$ cat src/logic/icl_pkg.sv
package icl_pkg;
    // control byte layout
    localparam int CTL_GIE_BIT   = 7;
    localparam int CTL_PEIE_BIT  = 6;
    localparam int CTL_TZIE_BIT  = 5;
    localparam int CTL_EXIE_BIT  = 4;
    localparam int CTL_CHIE_BIT  = 3;
    localparam int CTL_TZIF_BIT  = 2;
    localparam int CTL_EXIF_BIT  = 1;
    localparam int CTL_CHIF_BIT  = 0;
    localparam logic [7:0] CTL_RESET = 8'h00;
    // peripheral flag/enable layout
    localparam int PF_ADC_BIT    = 6;
    localparam logic [7:0] PF_RESET  = 8'h00;
    localparam logic [7:0] PF_IMPL   = 8'h40;
    localparam logic [7:0] PF2_IMPL  = 8'h00;
    // register offsets on the plain register port
    localparam logic [3:0] OFS_CTL   = 4'h0;
    localparam logic [3:0] OFS_PFA   = 4'h1;
    localparam logic [3:0] OFS_PFB   = 4'h2;
    localparam logic [3:0] OFS_PEA   = 4'h3;
    localparam logic [3:0] OFS_PEB   = 4'h4;
    localparam logic [3:0] OFS_STAT  = 4'h5;
    localparam logic [3:0] OFS_MASK  = 4'h6;
    // vector and latency
    localparam logic [12:0] IRQ_VECTOR   = 13'h0004;
    localparam int          SYNC_CYCLES  = 2;
    // sticky event status bits
    localparam int EV_TAKEN_BIT  = 0;
    localparam int EV_RETURN_BIT = 1;

    typedef struct packed {
        logic       wr;
        logic       rd;
        logic [3:0] addr;
        logic [7:0] wdata;
    } icl_bus_t;

    typedef struct packed {
        logic        vector;
        logic        push;
        logic [12:0] pc;
    } icl_vec_t;
endpackage

$ cat src/logic/icl_interrupt_control_logic.sv
// How it works
// - four sources: pin, timer, change, converter
// - flags set regardless of masks
// - bit 7 global enable gates all vector requests, not irq
// - enabled flag plus mask vectors core
// - reset clears global enable
// - return pops address, sets global enable
// - core flags live in control byte
// - peripheral flags in separate registers
// - entry clears enable, pushes, loads 0004h
// - pin events vector in three-four cycles
// - only return address is saved
// - entry wins over concurrent enable clear
//
// The register addresses and the strobed register port were left to the implementer.
`timescale 1ns/1ps
`default_nettype none
module icl_interrupt_control_logic
    import icl_pkg::*;
(
    input  wire logic              clk_sys,      // instruction-cycle clock
    input  wire logic              rst,          // async reset, high
    input  wire icl_pkg::icl_bus_t bus,          // register port request
    output logic [7:0]             rdata,        // read data, cycle after read
    input  wire logic              ext_irq_pin,  // external request pin
    input  wire logic              ext_edge_rise,// 1: rising edge active
    input  wire logic              timer_zero_ovf,// timer overflow pulse
    input  wire logic [3:0]        change_watch_pins, // upper port pins
    input  wire logic              adc_done,     // converter complete pulse
    input  wire logic              return_from_irq, // return instruction executed
    input  wire logic [12:0]       return_pc,    // address to save on entry
    output icl_pkg::icl_vec_t      vec,          // vector request to core
    output logic                   irq           // level event interrupt
);
    import icl_pkg::*;

    logic [7:0] ctl_r;
    logic [7:0] pfa_r, pfb_r, pea_r, peb_r;
    logic [1:0] stat_r, mask_r;
    logic [SYNC_CYCLES-1:0] ext_sync_r;
    logic [3:0] chg_s1_r, chg_s2_r, chg_last_r;
    logic       ext_last_r;
    logic [7:0] rdata_r;
    icl_vec_t   vec_r;
    logic       irq_r;

    function automatic logic wr_at(input icl_bus_t b, input logic [3:0] a);
        return b.wr && (b.addr == a);
    endfunction

    // two flops on pins, edge detect and flag stage: 3..4 cycles to the vector
    always_ff @(posedge clk_sys or posedge rst) begin
        if (rst) begin
            ext_sync_r <= '0;
            chg_s1_r   <= 4'h0;
            chg_s2_r   <= 4'h0;
        end else begin
            ext_sync_r <= {ext_sync_r[SYNC_CYCLES-2:0], ext_irq_pin};
            chg_s1_r   <= change_watch_pins;
            chg_s2_r   <= chg_s1_r;
        end
    end

    // last-seen values compared only past the synchronisers
    always_ff @(posedge clk_sys or posedge rst) begin
        if (rst) begin
            ext_last_r <= 1'b0;
            chg_last_r <= 4'h0;
        end else begin
            ext_last_r <= ext_sync_r[SYNC_CYCLES-1];
            chg_last_r <= chg_s2_r;
        end
    end

    logic ext_ev, chg_ev, tz_ev;
    assign ext_ev = ext_edge_rise ? (ext_sync_r[SYNC_CYCLES-1] & ~ext_last_r)
                                  : (~ext_sync_r[SYNC_CYCLES-1] & ext_last_r);
    assign chg_ev = |(chg_s2_r ^ chg_last_r);
    assign tz_ev  = timer_zero_ovf;

    logic periph_req, core_req, req, take;
    assign periph_req = ctl_r[CTL_PEIE_BIT] && |((pfa_r & pea_r) | (pfb_r & peb_r));
    assign core_req   = (ctl_r[CTL_TZIE_BIT] && ctl_r[CTL_TZIF_BIT])
                     || (ctl_r[CTL_EXIE_BIT] && ctl_r[CTL_EXIF_BIT])
                     || (ctl_r[CTL_CHIE_BIT] && ctl_r[CTL_CHIF_BIT]);
    assign req  = ctl_r[CTL_GIE_BIT] && (core_req || periph_req);
    // no extra pending stage: it would push pin latency past four cycles
    assign take = req && !vec_r.vector;

    // control byte: flags set win over software clears
    always_ff @(posedge clk_sys or posedge rst) begin
        if (rst) begin
            ctl_r <= CTL_RESET;
        end else begin
            logic [7:0] c;
            c = ctl_r;
            if (wr_at(bus, OFS_CTL)) begin
                c = bus.wdata;
            end
            // an accepted entry overrides a same-cycle clear or set of the enable
            if (take) begin
                c[CTL_GIE_BIT] = 1'b0;
            end else if (return_from_irq) begin
                c[CTL_GIE_BIT] = 1'b1;
            end
            if (take && wr_at(bus, OFS_CTL) && !bus.wdata[CTL_GIE_BIT]) begin
                c[CTL_GIE_BIT] = 1'b0;
            end
            if (tz_ev)  c[CTL_TZIF_BIT] = 1'b1;
            if (ext_ev) c[CTL_EXIF_BIT] = 1'b1;
            if (chg_ev) c[CTL_CHIF_BIT] = 1'b1;
            ctl_r <= c;
        end
    end

    // peripheral flag and enable registers
    always_ff @(posedge clk_sys or posedge rst) begin
        if (rst) begin
            pfa_r <= PF_RESET;
            pfb_r <= PF_RESET;
            pea_r <= PF_RESET;
            peb_r <= PF_RESET;
        end else begin
            logic [7:0] fa;
            fa = pfa_r;
            if (wr_at(bus, OFS_PFA)) fa = bus.wdata & PF_IMPL;
            if (adc_done) fa[PF_ADC_BIT] = 1'b1;
            pfa_r <= fa;
            if (wr_at(bus, OFS_PFB)) pfb_r <= bus.wdata & PF2_IMPL;
            if (wr_at(bus, OFS_PEA)) pea_r <= bus.wdata & PF_IMPL;
            if (wr_at(bus, OFS_PEB)) peb_r <= bus.wdata & PF2_IMPL;
        end
    end

    // vector request: one pulse with push, pc carries the 0004h vector (return_pc is not used here)
    always_ff @(posedge clk_sys or posedge rst) begin
        if (rst) begin
            vec_r <= '0;
        end else begin
            vec_r.vector <= take;
            vec_r.push   <= take;
            vec_r.pc     <= take ? IRQ_VECTOR : 13'h0000;
        end
    end

    // sticky entry/return events, write one to clear, set wins
    always_ff @(posedge clk_sys or posedge rst) begin
        if (rst) begin
            stat_r <= 2'h0;
            mask_r <= 2'h0;
        end else begin
            logic [1:0] s;
            s = stat_r;
            if (wr_at(bus, OFS_STAT)) s = s & ~bus.wdata[1:0];
            if (take)            s[EV_TAKEN_BIT]  = 1'b1;
            if (return_from_irq) s[EV_RETURN_BIT] = 1'b1;
            stat_r <= s;
            if (wr_at(bus, OFS_MASK)) mask_r <= bus.wdata[1:0];
        end
    end

    always_ff @(posedge clk_sys or posedge rst) begin
        if (rst) begin
            irq_r <= 1'b0;
        end else begin
            irq_r <= |(stat_r & mask_r);
        end
    end

    // read data for one cycle after the strobe, zero otherwise
    always_ff @(posedge clk_sys or posedge rst) begin
        if (rst) begin
            rdata_r <= 8'h00;
        end else if (bus.rd) begin
            case (bus.addr)
                OFS_CTL:  rdata_r <= ctl_r;
                OFS_PFA:  rdata_r <= pfa_r;
                OFS_PFB:  rdata_r <= pfb_r;
                OFS_PEA:  rdata_r <= pea_r;
                OFS_PEB:  rdata_r <= peb_r;
                OFS_STAT: rdata_r <= {6'h00, stat_r};
                OFS_MASK: rdata_r <= {6'h00, mask_r};
                default:  rdata_r <= 8'h00;
            endcase
        end else begin
            rdata_r <= 8'h00;
        end
    end

    assign rdata = rdata_r;
    assign vec   = vec_r;
    assign irq   = irq_r;
endmodule
`default_nettype wire

$ cat config.mk
export PLATFORM = sky130hd
export DESIGN_NAME = icl_interrupt_control_logic
export DESIGN_NICKNAME = d
export VERILOG_FILES = /design/src/logic/icl_pkg.sv /design/src/logic/icl_interrupt_control_logic.sv
export SDC_FILE = /design/constraint.sdc
export NUM_CORES = 1
export LEC_CHECK = 0
export BUFFER_PORTS_ARGS = -buffer_cell sky130_fd_sc_hd__buf_2
export CELL_PAD_IN_SITES_DETAIL_PLACEMENT = 0
export CELL_PAD_IN_SITES_GLOBAL_PLACEMENT = 2
export CORE_MARGIN = 2
export CORE_UTILIZATION = 25
export DETAILED_ROUTE_END_ITERATION = 10
export PLACE_DENSITY = 0.72
export SLEW_MARGIN = 20
export SYNTH_ARGS = -nofsm -noshare
export SYNTH_HDL_FRONTEND = slang
export SYNTH_SLANG_ARGS = --single-unit
$ cat constraint.sdc
create_clock -name clk_sys -period 1 [get_ports clk_sys]
set_input_delay 0.05 -clock clk_sys [delete_from_list [all_inputs] [get_ports clk_sys]]
set_output_delay 0.05 -clock clk_sys [all_outputs]
set_load 0.02 [all_outputs]
==> results.toml <==
[floorplanning]
num_rows = 29
die_width_microns = 85.3
die_outline_height_microns = 85.3
floorplan.die_area_sq_mm = 0.00728
floorplan.core_area_sq_mm = 0.00639
floorplan.initialDensity_pct = 25.9
floorplan.io_pins = 62

[pwr]
total_switching_power_mw = 1.13
finalPower_mw = 4.11
power_per_cell_area_mw_per_mm2 = 1740
peakVddDrop_uv = 1130
sequentialPowerShare_pct = 44.6
combPwrFrac_pct = 22.2
sw_frac_of_total_pct = 27.5
clock_power_share_pct = 33.1
static_power_due_to_leakage_nw = 1.09
power.internal_mw = 2.98

[outcome]
failed_checks = "setup timing"
status = "finished with violations"

[cells_and_area]
final_layout_size_suffix_gt1_share_pct = 41.3
num-fill-cells = 631
areaGrowthSynthToFinish_pct = 42.3
number_of_nets_in_the_final_layout = 243
antenna_cells = 0

[setup_path]
cp_top_family = "compound AO/OA/AOI/OAI gates"
worst-path-buf-inv = 0
critPathLaunchType = "flip-flop"
worst_r2r_endpoint = "stat_r[0]$_DFFE_PP0P_"
max_stage_delay_ps = 410
critical_path_peak_fanout = 3
path_cells = "a222oi_1 > a21oi_2 > a21o_1"
rrSetupSlack_ps = -230
ff2ff_path_depth = 3
arrival_ps = 1420
critPathRequiredTime_ps = 1200
worst_r2r_startpoint = "ctl_r[4]$_DFFE_PP0P_"
cpMaxStageDelayCell = "a222oi_1"
timing.setup.critical_path_class = "flip-flop to flip-flop"
timing.critical_path.to_type = "flip-flop"

[synth]
distinct_cell_type_count_after_synthesis = 36
post_synth_inst_count = 135
share_of_synthesized_area_occupied_by_flip_flops_and_latches_pct = 59.0
yosys_register_bits = 39
synth_area_per_cell_sq_um = 12.3
syn_area_sq_mm = 0.00165
ys.warnings.count = 0

[routing]
m1WireLength_mm = 1.61
drt_first_pass_iters = 4
detail_route.drc_violations = 0
met2WireLength_mm = 1.69
top_layer_used = "met4"
post_drt_via_cell_ratio = 4.22
routed-via-count = 1194
detail_route.iter0.violations = 26
route.final.wire_length_mm = 3.55
final_antenna_net_count = 0
met3_wirelength_microns = 177
detail_route.wl_per_cell_microns = 12.6

[place]
routabilityCongestion = 0.734
dp_slack_ps = -340
place_hpwl_mm = 2.56
io_buffers = 36

[cts]
cts_sinks = 39
tritoncts_buffers = 5
clock_insertion_delay_worst_skew_ps = 300
max-clock-path-buffers = 2
ctsRootBufferMaster = "clkbuf_8"
clkTransAtPathRegs_ps = 80
htree_levels = 2
cts_tree = "built"

[worst_hold_path]
min_path_cells = 3
holdCritStartpoint = "bus[1]"
worstHoldEndpoint = "ctl_r[1]$_DFFE_PP0P_"
hp-class = "input pin to flip-flop"

[sta]
final_hold_violating_endpoints = 0
worst_hold_check_slack_ps = 15.0
setup_viol = 6
timing.final.crit_period_ps = 1230
final.period_utilization_pct = 123
setup-tns-final_ps = -739
final-max-slew-violation-count = 0
rsz_0062_raised_after_global_routing = "true"
worst_clock_skew_ps = 3.47
final.setup.worst_slack_ps = -227
max_clock_freq_mhz = 815

[job]
maxCapViolCount = 0

[global_route]
grt_max_degree = 40
via_count_of_the_first_global_routing_pass = 1193
wire_length_of_the_first_global_routing_pass_mm = 5.75
grt_antenna_before_repair = 0
grt_usage_pct = 10.3
overflow = 0
flip-flops by register name (all words and copies together), names as in the netlist:
name and flops:
ctl_r 8, rdata 8, chg_last_r 4, chg_s1_r 4, chg_s2_r 4, ext_sync_r 2
mask_r 2, stat_r 2, ext_last_r 1, irq 1, pea_r 1, pfa_r 1
vec 1
layout make-up:
type / instances / area, sq um / share of cell area, %
Tap cell: 77 / 96.3 / 4.09
Multi-Input combinational cell: 86 / 643 / 27.3
Sequential cell: 39 / 976 / 41.5
Clock buffer: 5 / 68.8 / 2.92
Inverter: 3 / 11.3 / 0.478
Clock inverter: 3 / 47.5 / 2.02
Timing Repair Buffer: 70 / 510 / 21.7
layer usage:
| layer | vias up | GRT usage (%) |
|---|---|---|
| met4 | 0 | 4.76 |
| li1 | 584 | - |
| met3 | 6 | 3.02 |
| met5 | - | 0 |
| met2 | 36 | 16.8 |
| met1 | 568 | 12.4 |
cells in the final DEF, fill, tap and decap left out, types with 4 or more instances in the layout:
| cell type | netlist | routed |
|---|---|---|
| buf_6 | 0 | 6 |
| nor2_1 | 5 | 4 |
| mux2_2 | 7 | 5 |
| conb_1 | 1 | 12 |
| buf_4 | 15 | 19 |
| nand3_1 | 9 | 9 |
| xor2_1 | 4 | 4 |
| buf_2 | 1 | 32 |
| dlygate4sd3_1 | 0 | 12 |
| clkbuf_8 | 0 | 5 |
| and2_1 | 5 | 5 |
| dfrtp_1 | 39 | 39 |
per-stage QoR:
stage,instance area (sq um),util (%),instances
global route,2350,36.9,283
floorplan,1740,-,146
CTS,2310,36.2,282
global placement,2030,31.8,261
detailed placement,2030,31.8,261
finish,2350,36.9,283
worst max path at each step:
stage                              start                     to  slack [ps]  cells after the start
floorplan                         bus[9]   ctl_r[3]$_DFFE_PP0P_        -170                      3
global placement                  bus[9]   ctl_r[3]$_DFFE_PP0P_        -320                      4
detailed placement                bus[9]   ctl_r[4]$_DFFE_PP0P_        -340                      4
CTS                 ctl_r[4]$_DFFE_PP0P_   ctl_r[7]$_DFFE_PP0P_        -240                      3
global route        ctl_r[4]$_DFFE_PP0P_  stat_r[0]$_DFFE_PP0P_        -340                      3
finish              ctl_r[4]$_DFFE_PP0P_  stat_r[0]$_DFFE_PP0P_        -230                      3
worst min-delay path, stage by stage:
cell,delay [ps]
buf_2,110
nand3_1,60
nand3_1,60
synthesized netlist by cell type:
master,n,area [sq um]
nand3_1,9,45.0
nand2b_1,1,6.26
a211o_1,1,8.76
a22o_1,1,8.76
conb_1,1,3.75
nand2_1,3,11.3
xor2_1,4,35.0
nor3b_2,1,12.5
or4b_4,1,13.8
and2_1,5,31.3
dfrtp_1,39,976
nor2_2,1,6.26
clkbuf_1,2,7.51
nor4_1,3,18.8
a21boi_0,1,7.51
xnor2_1,1,8.76
o21ai_0,5,25.0
a211oi_1,1,7.51
a21oi_1,4,20.0
or4_1,2,15.0
a21o_1,2,15.0
buf_2,1,5.00
a311o_1,1,10.0
and3_1,3,18.8
nor2_1,5,18.8
nand3b_1,1,7.51
mux2_2,7,78.8
nor4b_2,2,30.0
and3b_1,2,17.5
nor2b_1,1,6.26
a222oi_1,1,10.0
buf_4,15,113
inv_1,3,11.3
nor3b_1,3,22.5
mux2i_1,1,10.0
a2111o_1,1,11.3
power groups by stage:
stage / sequential, mW / clock, mW / combinational, mW
2_1_floorplan: 1.89 / 0 / 0.451
3_3_place_gp: 1.86 / 0 / 0.713
3_5_place_dp: 1.86 / 0 / 0.714
4_1_cts: 1.83 / 1.39 / 0.859
5_1_grt: 1.86 / 1.45 / 1.00
6_report: 1.83 / 1.36 / 0.912
logic make-up after synthesis:
logic type	after synthesis	synth area share, %
flip-flops	39	59.0
AND/OR/NAND/NOR	43	17.0
multiplexers	8	5.37
AO/OA/AOI/OAI	18	7.49
other	1	0.227
buffers and inverters	21	8.25
XOR/XNOR	5	2.65
what timing repair did:
action                                 in CTS  in global routing
resized for setup                          11                  9
hold buffers                               12                  0
setup buffers                               1                  1
pin swaps                                   2                  2
endpoints found under the hold margin      50                  0
gates cloned                                0                  0
setup endpoints to repair                  11                 19
(Power assumes the default switching activity.)
